**src/hw/sipc_pkg.sv**
```systemverilog
`default_nettype none

// ==========================================================================
// Shared constants for the sensor interrupt pin controller.
// ==========================================================================
package sipc_pkg;

  // ========================================================================
  // Register addresses and values after reset.
  // ========================================================================
  localparam logic [7:0] ADDR_PIN_CFG   = 8'h28;
  localparam logic [7:0] ADDR_SRC_EN    = 8'h29;
  localparam logic [7:0] ADDR_ROUTE     = 8'h2a;
  localparam logic [7:0] RST_PIN_CFG    = 8'h00;
  localparam logic [7:0] RST_SRC_EN     = 8'h00;
  localparam logic [7:0] RST_ROUTE      = 8'h00;
  localparam logic [7:0] RD_UNMAPPED    = 8'h00;

  // Writable bits of the pin configuration register; the rest are reserved.
  localparam logic [7:0] PIN_CFG_WR_MASK = 8'h33;
  localparam logic [7:0] PIN_CFG_RSVD    = 8'hcc;

  // ========================================================================
  // Field positions in the pin configuration register.
  // ========================================================================
  localparam int unsigned PIN_A_POL_BIT = 5;
  localparam int unsigned PIN_A_DRV_BIT = 4;
  localparam int unsigned PIN_B_POL_BIT = 1;
  localparam int unsigned PIN_B_DRV_BIT = 0;

  // ========================================================================
  // Source positions shared by the enable and routing registers.
  // ========================================================================
  localparam int unsigned NUM_SRC            = 8;
  localparam int unsigned SRC_DATA_READY     = 7;
  localparam int unsigned SRC_FIFO           = 6;
  localparam int unsigned SRC_PRESS_WINDOW   = 5;
  localparam int unsigned SRC_TEMP_WINDOW    = 4;
  localparam int unsigned SRC_PRESS_THRESH   = 3;
  localparam int unsigned SRC_TEMP_THRESH    = 2;
  localparam int unsigned SRC_PRESS_CHANGE   = 1;
  localparam int unsigned SRC_TEMP_CHANGE    = 0;

  // ========================================================================
  // Pin driver state after reset: push-pull, active low, idle high.
  // ========================================================================
  localparam logic PIN_RST_OUT  = 1'b1;
  localparam logic PIN_RST_OE_N = 1'b0;

endpackage : sipc_pkg

`default_nettype wire

```
**src/hw/sipc_pin_drive.sv**
```systemverilog
`default_nettype none

// ==========================================================================
// Registered driver for one interrupt pin: polarity and drive mode.
// ==========================================================================
module sipc_pin_drive (
  // Clock and reset
  input  wire logic sys_clk,
  input  wire logic rstn,
  // Request and configuration
  input  wire logic pending,
  input  wire logic polarity,
  input  wire logic drive_select,
  // Pin
  output logic      pin_out,
  output logic      pin_oe_n
);

  typedef struct packed {
    logic out;
    logic oe_n;
  } sipc_pin_state_t;

  sipc_pin_state_t st_ff;
  sipc_pin_state_t nxt_st;

  // Level follows polarity; open drain only ever drives the asserted level.
  always_comb begin
    nxt_st.out  = polarity ? pending : ~pending;
    nxt_st.oe_n = drive_select & ~pending;
  end

  // Registering the pin keeps glitches from the OR tree off the board.
  always_ff @(posedge sys_clk or negedge rstn) begin
    if (!rstn) begin
      st_ff.out  <= sipc_pkg::PIN_RST_OUT;
      st_ff.oe_n <= sipc_pkg::PIN_RST_OE_N;
    end else begin
      st_ff <= nxt_st;
    end
  end

  assign pin_out  = st_ff.out;
  assign pin_oe_n = st_ff.oe_n;

endmodule : sipc_pin_drive

`default_nettype wire

```
**src/hw/sipc_route.sv**
```systemverilog
`default_nettype none

// ==========================================================================
// Source gating and routing onto the two interrupt pins.
// ==========================================================================
module sipc_route #(
  parameter int unsigned NUM_SRC = 8
) (
  // Event flags and configuration
  input  wire logic [NUM_SRC-1:0] evt_flags,
  input  wire logic [NUM_SRC-1:0] src_enable,
  input  wire logic [NUM_SRC-1:0] src_route,
  // Pending request per pin
  output logic                    pend_a,
  output logic                    pend_b
);

  logic [NUM_SRC-1:0] to_a;
  logic [NUM_SRC-1:0] to_b;

  // Each flag passes only when enabled and lands on exactly one pin.
  for (genvar i = 0; i < NUM_SRC; i++) begin : g_src
    assign to_a[i] = evt_flags[i] & src_enable[i] & src_route[i];
    assign to_b[i] = evt_flags[i] & src_enable[i] & ~src_route[i];
  end

  // All sources steered to a pin are merged with an OR.
  assign pend_a = |to_a;
  assign pend_b = |to_b;

endmodule : sipc_route

`default_nettype wire

```
**src/hw/sipc_top.sv**
```systemverilog
`default_nettype none

// Operation
// Pin A is active low when its polarity bit is 0, else active high.
// Pin A is push-pull when its drive bit is 0, else open drain.
// Pin B is active low when its polarity bit is 0, else active high.
// Pin B is push-pull when its drive bit is 0, else open drain.
// Reserved configuration bits read zero and ignore writes.
// An event flag reaches a pin only while its enable bit is set.
// Each enabled source drives exactly one pin, chosen by its routing bit.
// Enable bit 7 gates data ready; resets to disabled.
// Enable bit 6 gates the FIFO event; resets to disabled.
// Enable bit 5 gates pressure window; resets to disabled.
// Enable bit 4 gates temperature window; resets to disabled.
// Enable bit 3 gates pressure threshold; resets to disabled.
// Enable bit 2 gates temperature threshold; resets to disabled.
// Enable bit 1 gates pressure change; resets to disabled.
// Enable bit 0 gates temperature change; resets to disabled.
// Routing bit 0 sends a source to pin B, 1 sends it to pin A.
// All enabled sources routed to a pin are ORed together.
// The host reads the source register to find which blocks fired.
// Open drain drives only the asserted level, releases when idle.

// ==========================================================================
// Interrupt pin controller top level.
// ==========================================================================
module sipc_top #(
  parameter int unsigned NUM_SRC = 8
) (
  // Clock and reset
  input  wire logic               sys_clk,
  input  wire logic               rstn,
  // Register access from the serial bus slave
  input  wire logic [7:0]         reg_addr,
  input  wire logic               reg_wr_en,
  input  wire logic [7:0]         reg_wr_data,
  input  wire logic               reg_rd_en,
  output logic [7:0]              reg_rd_data,
  output logic                    reg_rd_valid,
  // Event flags from the functional blocks
  input  wire logic [NUM_SRC-1:0] evt_flags,
  // Interrupt pin A
  output logic                    irq_pin_a_out,
  output logic                    irq_pin_a_oe_n,
  // Interrupt pin B
  output logic                    irq_pin_b_out,
  output logic                    irq_pin_b_oe_n
);

  // ========================================================================
  // State.
  // ========================================================================
  typedef struct packed {
    logic [7:0]         pin_cfg;
    logic [NUM_SRC-1:0] src_en;
    logic [NUM_SRC-1:0] route;
    logic [7:0]         rd_data;
    logic               rd_valid;
  } sipc_state_t;

  sipc_state_t st_ff;
  sipc_state_t nxt_st;

  logic pend_a;
  logic pend_b;
  logic pin_a_pol;
  logic pin_a_drive_select;
  logic pin_b_pol;
  logic pin_b_drive_select;

  // ========================================================================
  // Register writes and reads.
  // ========================================================================

  // Writes land in the addressed register; reads are answered one cycle on.
  always_comb begin
    nxt_st          = st_ff;
    nxt_st.rd_valid = reg_rd_en;
    if (reg_wr_en) begin
      case (reg_addr)
        sipc_pkg::ADDR_PIN_CFG: begin
          // Reserved bits are masked so they can never be set.
          nxt_st.pin_cfg = reg_wr_data & sipc_pkg::PIN_CFG_WR_MASK;
        end
        sipc_pkg::ADDR_SRC_EN: begin
          nxt_st.src_en = reg_wr_data[NUM_SRC-1:0];
        end
        sipc_pkg::ADDR_ROUTE: begin
          nxt_st.route = reg_wr_data[NUM_SRC-1:0];
        end
        default: begin
          nxt_st.route = st_ff.route;
        end
      endcase
    end
    if (reg_rd_en) begin
      case (reg_addr)
        sipc_pkg::ADDR_PIN_CFG: begin
          nxt_st.rd_data = st_ff.pin_cfg;
        end
        sipc_pkg::ADDR_SRC_EN: begin
          nxt_st.rd_data = st_ff.src_en;
        end
        sipc_pkg::ADDR_ROUTE: begin
          nxt_st.rd_data = st_ff.route;
        end
        default: begin
          nxt_st.rd_data = sipc_pkg::RD_UNMAPPED;
        end
      endcase
    end
  end

  // All interrupts start disabled, routed to pin B, push-pull, active low.
  always_ff @(posedge sys_clk or negedge rstn) begin
    if (!rstn) begin
      st_ff.pin_cfg  <= sipc_pkg::RST_PIN_CFG;
      st_ff.src_en   <= sipc_pkg::RST_SRC_EN;
      st_ff.route    <= sipc_pkg::RST_ROUTE;
      st_ff.rd_data  <= sipc_pkg::RD_UNMAPPED;
      st_ff.rd_valid <= 1'b0;
    end else begin
      st_ff <= nxt_st;
    end
  end

  assign reg_rd_data  = st_ff.rd_data;
  assign reg_rd_valid = st_ff.rd_valid;

  // Configuration fields for each pin.
  assign pin_a_pol          = st_ff.pin_cfg[sipc_pkg::PIN_A_POL_BIT];
  assign pin_a_drive_select = st_ff.pin_cfg[sipc_pkg::PIN_A_DRV_BIT];
  assign pin_b_pol          = st_ff.pin_cfg[sipc_pkg::PIN_B_POL_BIT];
  assign pin_b_drive_select = st_ff.pin_cfg[sipc_pkg::PIN_B_DRV_BIT];

  // ========================================================================
  // Routing and pin drivers.
  // ========================================================================

  // The host still has to read the source register to tell sources apart.
  sipc_route #(
    .NUM_SRC (NUM_SRC)
  ) u_route (
    .evt_flags  (evt_flags),
    .src_enable (st_ff.src_en),
    .src_route  (st_ff.route),
    .pend_a     (pend_a),
    .pend_b     (pend_b)
  );

  // Pin A driver.
  sipc_pin_drive u_pin_a (
    .sys_clk      (sys_clk),
    .rstn         (rstn),
    .pending      (pend_a),
    .polarity     (pin_a_pol),
    .drive_select (pin_a_drive_select),
    .pin_out      (irq_pin_a_out),
    .pin_oe_n     (irq_pin_a_oe_n)
  );

  // Pin B driver.
  sipc_pin_drive u_pin_b (
    .sys_clk      (sys_clk),
    .rstn         (rstn),
    .pending      (pend_b),
    .polarity     (pin_b_pol),
    .drive_select (pin_b_drive_select),
    .pin_out      (irq_pin_b_out),
    .pin_oe_n     (irq_pin_b_oe_n)
  );

  logic [NUM_SRC-1:0] live;
  assign live = evt_flags & st_ff.src_en;
endmodule : sipc_top

`default_nettype wire

```
**config.mk**
```make
export PLATFORM = sky130hd
export DESIGN_NAME = sipc_top
export DESIGN_NICKNAME = d
export VERILOG_FILES = /design/src/hw/sipc_pkg.sv /design/src/hw/sipc_pin_drive.sv /design/src/hw/sipc_route.sv /design/src/hw/sipc_top.sv
export SDC_FILE = /design/constraint.sdc
export NUM_CORES = 1
export LEC_CHECK = 0
export ABC_AREA = 1
export BUFFER_PORTS_ARGS = -buffer_cell sky130_fd_sc_hd__buf_2
export CORE_MARGIN = 4
export CORE_UTILIZATION = 53
export DETAILED_ROUTE_END_ITERATION = 12
export PLACE_DENSITY = 0.76
export SYNTH_ARGS = -nofsm -noshare
export SYNTH_HDL_FRONTEND = slang
export SYNTH_SLANG_ARGS = --single-unit
```
**constraint.sdc**
```tcl
create_clock -name sys_clk -period 1.2 [get_ports sys_clk]
set_clock_uncertainty 0.1 [all_clocks]
set_input_delay 0.12 -clock sys_clk [delete_from_list [all_inputs] [get_ports sys_clk]]
set_output_delay 0.12 -clock sys_clk [all_outputs]
set_load 0.01 [all_outputs]
```
==> results.ini, run 1 <==
[routing]
vias = 1528
vias_per_cell = 4.90
drt_iter0_markers = 73
routed_wirelength_um = 3620
ant_nets = 0
drt-pass1-iter-count = 4
post_drt_wl_per_cell_um = 11.6
drcViolationCount = 0

[worst_setup_path]
cp_data_arrival_time_ns = 0.96
cp-end-kind = output port
crit_type = flip-flop to output port
crit_path_start_kind = flip-flop
critical_path_buf_inv_count = 1
cp_top_family = flip-flops
crit_chain = buf_6
crit_path_top_delay_cell = dfstp_2
critPathRequiredTime_ns = 0.98
crit_fanout = 1
max_stage_delay_ns = 0.54

[timing]
rsz0062_at_grt = yes
fin_crit_sh_pct = 98.3
setup_slack_ns = 0.0204
setup_tns_ns = 0
layout_min_cycle_time_ns = 1.18
finalHoldViolations = 0
max_slew_margin_pct = 69.7
finalSetupViolCount = 0
tightest_slew_ns = 0.453
fmax_mhz = 848
slew_violations = 0

[logic_synthesis]
synth_cell_types = 19
avgSynthCellArea_um2 = 8.25
synth_top_area_share_pct = 44.1
synthTopCellsByArea = dfrtp_1 44%, nand2_1 13%, nand3_1 11%
syn_inst = 213
synth-seq-cells = 33
synth_fp_nets = 241
netlist_area_mm2 = 0.00176
yosys.area.top_type = dfrtp_1
ys_seq_area_share_pct = 47.1
yosysWarningCount = 0

[clocking]
cts_root_buf = clkbuf_4
h-tree-depth = 2
clockBufferDepth = 2
cts_made_buffers = 5
clk_pin_slew_ns = 0.10
clock_latency_ns = 0.33
cts_tree = yes
cts_sinks = 33

[layout]
utilization_pct = 70.0
num_antenna_cells = 0
drive_gt1_share_pct = 30.6
syn_to_final_growth_pct = 23.5
final_net_count = 295

[power_and_ir_drop]
p_sw_share_pct = 27.7
power.leakage_nw = 1.24
power.switching_mw = 0.609
p_comb_share_pct = 16.7
peakVddDrop_uv = 682
clkPwrFrac_pct = 26.7
cellPowerDensity_mw_per_mm2 = 1010
seqPwrFrac_pct = 56.6
p_int_mw = 1.59

[global_routing]
grt_pass1_wl_um = 6090
overflow = 0
antenna_found_initial = 0
grt_use_total_pct = 19.2
grt_pass1_vias = 1332
grt_max_degree = 29

[run]
maxCapViolations = 0

[min_path]
hp-class = input pin to asynchronous set/reset pin

[placement]
dp_hpwl_um = 2720
portBuffers = 40
dp_slack_ns = -0.0223
gp_congestion = 0.847

[die]
die_area_mm2 = 0.00430
fp.dieW_um = 65.6
die_h_um = 65.6
initial_core_util_pct = 56.7
pin_count = 41
std_cell_rows = 20
coreArea_mm2 = 0.00310

[outcome]
status = completed

[path summary, 6_finish.rpt]
path	slack, ns	cells after the start	startpoint	to
setup / recovery	0.02	1	u_pin_a.pin_out	irq_pin_a_out
hold / removal	0.03	2	rstn	st_ff[10]
setup reg to reg	0.08	5	st_ff[17]	u_pin_a.pin_out
hold reg to reg	0.38	2	reg_rd_data[4]	reg_rd_data[4]
max in group asynchronous	0.51	3	rstn	u_pin_b.pin_out
min in group sys_clk	0.09	6	evt_flags[1]	u_pin_b.pin_out
[power by group through the flow]
stage / registers (mW) / logic [mW] / clock network [mW]
floorplan: 1.27 / 0.157 / 0
global placement: 1.26 / 0.315 / 0
detailed placement: 1.26 / 0.319 / 0
CTS: 1.24 / 0.352 / 0.607
global route: 1.26 / 0.413 / 0.672
finish: 1.24 / 0.366 / 0.586
[state kept, by name, summed over array words and instances, names as in the netlist]
| signal | cells |
|---|---|
| pin_a_drive_select | 1 |
| pin_a_pol | 1 |
| pin_b_drive_select | 1 |
| pin_b_pol | 1 |
| reg_rd_data | 8 |
| reg_rd_valid | 1 |
| st_ff | 16 |
| u_pin_a.pin_oe_n | 1 |
| u_pin_a.pin_out | 1 |
| u_pin_b.pin_oe_n | 1 |
| u_pin_b.pin_out | 1 |
[cell usage in the layout, fill, tap and decap left out, types with 3 or more instances in the layout]
| cell type | n |
|---|---|
| nand2_1 | 62 |
| buf_2 | 38 |
| nand3_1 | 37 |
| dfrtp_1 | 31 |
| inv_1 | 21 |
| o21ai_0 | 13 |
| dlygate4sd3_1 | 10 |
| buf_4 | 8 |
| o21ai_1 | 7 |
| nand2_2 | 5 |
| clkbuf_4 | 5 |
| nor2_2 | 4 |
| o21ai_2 | 4 |
| nor2_1 | 3 |
| nor2_8 | 3 |
| nand2_4 | 3 |
| nor2_4 | 3 |
[per-layer routing]
layer  share of wire, %  GRT usage [%]  vias to the layer above
met5                  0              0                        -
met4                1.3           5.44                        0
met3                6.1           6.15                        7
met2                 48           29.7                       43
met1                 45           25.8                      696
li1                   -              -                      782
[cells in the mapped netlist]
library cell,number
dfstp_2,2
o21ai_0,13
nor2_1,6
inv_1,21
buf_6,2
nand2_1,62
o21ai_1,7
nor2_8,3
inv_2,2
nand2_4,3
buf_4,9
o21ai_2,4
dfrtp_1,31
nor2_2,1
nand3_1,37
nand2_2,5
nor2_4,3
xor2_1,1
clkbuf_1,1
[stage by stage]
step	hold WS (ns)	std cells	power [mW]	instance area [um2]
after floorplan	-0.276	213	1.43	1760
after global placement	-0.139	292	1.57	1980
after detailed placement	-0.138	292	1.58	1980
after CTS	0.0205	310	2.20	2140
after global routing	0.0301	312	2.34	2170
final	0.0348	312	2.20	2170
[cell type report]
class	instances	area [um2]
fillers	279	932
repair buffers	59	393
multi-input cells	145	757
well taps	44	55.1
inverters	23	86.3
clock inverters	2	10.0
flip-flops and latches	33	828
clock buffers	6	41.3
[what timing repair did]
action	4_1_cts	5_1_grt
endpoints found under the hold margin	61	0
pin swaps	0	2
buffers inserted	0	2
gates resized for setup	1	4
endpoints found under the setup margin	1	5
hold buffers	10	0
[cell families (layout without fill, tap and decap cells)]
group                     Yosys count  count (layout)  share of synthesized area [%]
xor gates and xnor gates            1               1                          0.498
AOI/OAI and AO/OA                  24              24                           7.69
and+or+nand+nor                   120             120                           34.4
DFF                                33              33                           47.1
buffers and inverters              35              90                           10.2
Power figures use the tool's default switching activity.
==> inputs of run 2 (changes only) <==
Settings changed: PLACE_DENSITY 0.76 to 0.75.
==> results.ini, run 2 (same netlist as run 1, synthesis figures left out) <==
[routing]
ant_nets = 0  ; unchanged
vias_per_cell = 5.03  ; +2.8%
routed_wirelength_um = 3780  ; +4.5%
vias = 1565  ; +2.4%
post_drt_wl_per_cell_um = 12.2  ; +4.8%
drt_iter0_markers = 50  ; -32%
drt-pass1-iter-count = 4  ; unchanged
drcViolationCount = 0  ; unchanged

[timing]
max_slew_margin_pct = 70.8  ; +1.1 points
setup_tns_ns = 0  ; unchanged
slew_violations = 0  ; unchanged
fin_crit_sh_pct = 98.5  ; +0.25 points
finalSetupViolCount = 0  ; unchanged
setup_slack_ns = 0.0175  ; -0.00295 ns
tightest_slew_ns = 0.437  ; -0.0164 ns
finalHoldViolations = 0  ; unchanged
fmax_mhz = 846  ; -0.25%
rsz0062_at_grt = yes
whs_ns = 0.0806  ; +0.0457 ns
layout_min_cycle_time_ns = 1.18  ; +0.00295 ns

[worst_setup_path]
r2r-end = u_pin_a.pin_out
crit_fanout = 1  ; unchanged
critPathRequiredTime_ns = 0.98  ; about the same
r2r_cells = 5  ; unchanged
crit_path_start_kind = flip-flop
reg2reg_from = st_ff[17]
crit_type = flip-flop to output port
max_stage_delay_ns = 0.54  ; about the same
crit_path_top_delay_cell = dfstp_2
crit_chain = buf_6
critical_path_buf_inv_count = 1  ; unchanged
cp-end-kind = output port
cp_top_family = flip-flops
cp_data_arrival_time_ns = 0.96  ; about the same
reg2reg_slack_ns = 0.08  ; about the same

[global_routing]
overflow = 0  ; unchanged
grt_use_total_pct = 19.7  ; +0.49 points
grt_pass1_vias = 1377  ; +3.4%
grt_max_degree = 34  ; +17%
grt_pass1_wl_um = 6280  ; +3.1%
antenna_found_initial = 0  ; unchanged

[placement]
portBuffers = 40  ; unchanged
dp_hpwl_um = 2780  ; +2.2%
gp_congestion = 0.871  ; +2.9%
dp_slack_ns = -0.0245  ; -0.00226 ns

[layout]
drive_gt1_share_pct = 30.3  ; -0.26 points
top_register = st_ff
largest_reg_flops = 16  ; unchanged
num_antenna_cells = 0  ; unchanged
final_net_count = 294  ; -0.34%
final_common_cell = nand2_1
syn_to_final_growth_pct = 24.0
final_cell_mix = 62 x nand2_1, 38 x buf_2, 37 x nand3_1

[clocking]
clockBufferDepth = 2  ; unchanged
cts_tree = yes
clock_latency_ns = 0.33  ; about the same
h-tree-depth = 2  ; unchanged
cts_sinks = 33  ; unchanged
clk_pin_slew_ns = 0.09  ; about the same
cts_made_buffers = 5  ; unchanged
cts_root_buf = clkbuf_4

[outcome]
status = completed

[die]
initial_core_util_pct = 56.7  ; unchanged
coreArea_mm2 = 0.00310  ; unchanged
die_h_um = 65.6  ; unchanged
fp.dieW_um = 65.6  ; unchanged
std_cell_rows = 20  ; unchanged
pin_count = 41  ; unchanged
die_area_mm2 = 0.00430  ; unchanged

[min_path]
min_to = u_pin_b.pin_out
hp-start = evt_flags[1]
hp-class = input pin to flip-flop
hold_depth = 6

[power_and_ir_drop]
power.leakage_nw = 1.24  ; +0.15%
peakVddDrop_uv = 740  ; +8.5%
cellPowerDensity_mw_per_mm2 = 1060  ; +5.0%

[run]
maxCapViolations = 0  ; unchanged

==> run 2: power breakdown <==
group / switching [mW] / internal, mW
combinational: 0.199 / 0.167
clock: 0.366 / 0.339
sequential: 0.0473 / 1.20
==> run 2: what timing repair did <==
action                     CTS  global route
setup endpoints to repair    2             5
resized for setup            2             2
hold buffers                10             0
hold endpoints to repair    62             0
buffers inserted             0             2
gates cloned                 0             0
==> run 2: how the worst max path moves through the flow <==
stage | depth (start not counted) | slack (ns) | from | to
6_report | 1 | 0.02 | u_pin_b.pin_out | irq_pin_b_out
2_1_floorplan | 7 | 0.17 | reg_addr[4] | st_ff[10]
5_1_grt | 1 | -0.02 | u_pin_b.pin_out | irq_pin_b_out
4_1_cts | 1 | 0.0007 | u_pin_b.pin_out | irq_pin_b_out
3_3_place_gp | 7 | 0.03 | reg_addr[4] | st_ff[19]
3_5_place_dp | 7 | -0.02 | reg_addr[4] | st_ff[19]
==> run 2: worst reg2reg max path, stage by stage (launching register included) <==
cell and delay [ns]:
dfrtp_1 0.43, nand3_1 0.10, nand2_1 0.06, nor2_2 0.12
nand2_1 0.10, xor2_1 0.15
==> run 2: routing by layer <==
metal  wire, um  vias up  track usage, %  part of all wire (%)
li1           -      784               -                     -
met1       1610      727            26.4                    43
met2       1820       47            29.6                    48
met3        284        7            5.64                   7.5
met4         74        0            8.55                   2.0
met5          0        -               0                     0
==> run 2: stage by stage <==
step / std cells / power [mW] / cell area [um2] / util (%)
after floorplan: 213 / 1.43 / 1760 / -
after global placement: 291 / 1.57 / 1980 / 63.7
after detailed placement: 291 / 1.58 / 1980 / 63.7
after CTS: 309 / 2.32 / 2160 / 69.6
after global routing: 311 / 2.46 / 2180 / 70.2
final: 311 / 2.32 / 2180 / 70.2
==> run 2: layout make-up <==
class	count	area [um2]
multi-input combinational	145	754
fill	283	923
clock inverter	1	5.00
sequential	33	828
timing repair buffer	58	385
inverter	23	86.3
clock buffer	7	65.1
tap	44	55.1
==> inputs of run 3 (changes only) <==
Settings changed: ABC_AREA 1 to 0, CORE_UTILIZATION 53 to 51, PLACE_DENSITY 0.75 to 0.73.
==> results.ini, run 3 <==
[worst_setup_path]
cp_data_arrival_time_ns = 1.40  ; +0.44 ns
crit_type = flip-flop to flip-flop
cp-end-kind = flip-flop
crit_path_top_delay_cell = dfrtp_1
max_stage_delay_ns = 0.41  ; -0.13 ns
cp_top_family = flip-flops
crit_path_start_kind = flip-flop
crit_fanout = 3  ; +2
critical_path_buf_inv_count = 1  ; unchanged
crit_chain = buf_6 > nand3_2 > nand4_1 > nor2_2 > xor2_1
critPathRequiredTime_ns = 1.37  ; +0.39 ns

[global_routing]
overflow = 0  ; unchanged
grt_pass1_wl_um = 6200  ; -1.2%
antenna_found_initial = 0  ; unchanged
grt_use_total_pct = 20.5  ; +0.81 points
grt_max_degree = 16  ; -53%
grt_pass1_vias = 1344  ; -2.4%

[power_and_ir_drop]
cellPowerDensity_mw_per_mm2 = 991  ; -6.8%
power.leakage_nw = 1.05  ; -15%
peakVddDrop_uv = 900  ; +22%
p_total_mw = 2.09  ; -9.9%

[die]
std_cell_rows = 19  ; -5.0%
die_h_um = 63.5  ; -3.2%
die_area_mm2 = 0.00403  ; -6.4%
coreArea_mm2 = 0.00285  ; -8.1%
pin_count = 41  ; unchanged
initial_core_util_pct = 55.0  ; -1.7 points
fp.dieW_um = 63.5  ; -3.2%

[layout]
finalNonFillerCells = 235  ; -24%
num_antenna_cells = 0  ; unchanged
final_net_count = 231  ; -21%
largest_reg_flops = 16  ; unchanged
drive_gt1_share_pct = 48.0  ; +18 points
final_common_cell = buf_2
syn_to_final_growth_pct = 34.2
final_cell_mix = 38 x buf_2, 31 x dfrtp_1, 20 x mux2_2
top_register = st_ff

[placement]
portBuffers = 40  ; unchanged
gp_congestion = 0.817  ; -6.3%
dp_hpwl_um = 2750  ; -1.2%
dp_slack_ns = -0.319  ; -0.295 ns
dp_cells = 214  ; -26%

[routing]
drcViolationCount = 0  ; unchanged
post_drt_wl_per_cell_um = 15.8  ; +30%
vias_per_cell = 5.37  ; +6.8%
routed_wirelength_um = 3710  ; -1.9%
vias = 1263  ; -19%
ant_nets = 0  ; unchanged
drt_iter0_markers = 42  ; -16%
drt-pass1-iter-count = 4  ; unchanged

[logic_synthesis]
avgSynthCellArea_um2 = 11.5  ; +39%
yosys.area.top_type = dfrtp_1
synth_cell_types = 27  ; +8
synthTopCellsByArea = dfrtp_1 49%, mux2_2 14%, buf_4 4.3%
synth_top_area_share_pct = 49.4  ; +5.3 points
synth_flop_cell = dfrtp_1
synth-seq-cells = 33  ; unchanged
synth-edff-count = 0  ; unchanged
synth_fp_nets = 165  ; -32%
synth_commonest_cells = 31 x dfrtp_1, 20 x mux2_2, 13 x nand3_1
async_flop_share_pct = 100  ; unchanged
netlist_area_mm2 = 0.00157  ; -11%
syn_inst = 137  ; -36%
ys_seq_area_share_pct = 52.8  ; +5.7 points
yosysWarningCount = 0  ; unchanged
yosysMostFrequentCell = dfrtp_1

[timing]
finalHoldViolations = 0  ; unchanged
fmax_mhz = 808  ; -4.5%
finalSetupViolCount = 3  ; +3
tightest_slew_ns = 0.328  ; -0.109 ns
whs_ns = 0.102  ; +0.0212 ns
slew_violations = 0  ; unchanged
fin_crit_sh_pct = 103  ; +4.6 points
setup_slack_ns = -0.0380  ; -0.0555 ns
layout_min_cycle_time_ns = 1.24  ; +0.0555 ns
rsz0062_at_grt = yes
max_slew_margin_pct = 78.1  ; +7.3 points

[clocking]
cts_made_buffers = 5  ; unchanged
h-tree-depth = 2  ; unchanged
clock_latency_ns = 0.33  ; about the same
clk_pin_slew_ns = 0.09  ; about the same
cts_root_buf = clkbuf_4
cts_tree = yes
cts_sinks = 33  ; unchanged
clockBufferDepth = 2  ; unchanged

[min_path]
hp-class = input pin to asynchronous set/reset pin

[outcome]
status = finished with violations
failed_checks = negative setup slack

[run]
maxCapViolations = 0  ; unchanged

-- run 3: cell types whose count changed after synthesis, moves of 4 or more --
cell and change:
o21ai_2 -4, inv_1 -13, a21oi_1 +4, nand3_1 -24
mux2_2 +20, nand2_2 -5, o22ai_1 +6, o21ai_0 -9
a22o_1 +4, o21ai_1 -7, nand2_1 -56, mux2i_1 +4
-- run 3: path summary, 6_finish.rpt --
check / startpoint / endpoint / slack, ns / cells after the start
min in group sys_clk: reg_wr_en / pin_b_drive_select / 0.13 / 3
worst max-delay path: st_ff[24] / u_pin_a.pin_out / -0.04 / 5
max in group asynchronous: rstn / st_ff[18] / 0.43 / 3
worst min register to register: pin_b_pol / u_pin_b.pin_out / 0.36 / 1
worst max register to register: st_ff[24] / u_pin_a.pin_out / -0.04 / 5
worst min-delay path: rstn / st_ff[17] / 0.10 / 2
-- run 3: repair_timing --
item | CTS | global route
resized for setup | 6 | 7
endpoints found under the hold margin | 54 | 0
hold buffers | 10 | 0
setup buffers | 1 | 2
setup endpoints to repair | 5 | 17
pin swaps | 4 | 3
-- run 3: cell type report --
cell class,instances,area [um2]
clock buffer,8,48.8
fill,210,747
inverter,8,30.0
multi-input combinational,84,678
sequential,33,828
tap,31,38.8
timing repair buffer,71,482
-- run 3: cells by family after synthesis --
family                    synth area share, %
muxes                                    16.9
xor gates and xnor gates                 1.12
DFF                                      52.8
and+or+nand+nor                          14.0
buffers and inverters                    7.50
AOI/OAI and AO/OA                        7.74
-- run 3: power by group --
group,internal [mW],total (mW),switching (mW)
logic,0.171,0.310,0.139
clock network,0.233,0.575,0.342
registers,1.16,1.20,0.0362
total,1.57,2.09,0.517
-- run 3: through the flow --
stage | area (um2) | utilization, % | setup TNS, ns
3_3_place_gp | 1870 | 65.6 | -5.48
5_1_grt | 2110 | 73.8 | -0.531
6_report | 2110 | 73.8 | -0.0549
4_1_cts | 2050 | 71.9 | -0.0145
3_5_place_dp | 1870 | 65.6 | -5.93
2_1_floorplan | 1590 | - | -3.11
-- run 3: layer usage --
layer / up-vias / share of wire, % / wire length [um] / track usage (%)
li1: 611 / - / - / -
met1: 605 / 40 / 1500 / 24.7
met2: 37 / 52 / 1940 / 33.9
met3: 10 / 4.3 / 160 / 6.39
met4: 0 / 3.0 / 110 / 8.36
met5: - / 0 / 0 / 0
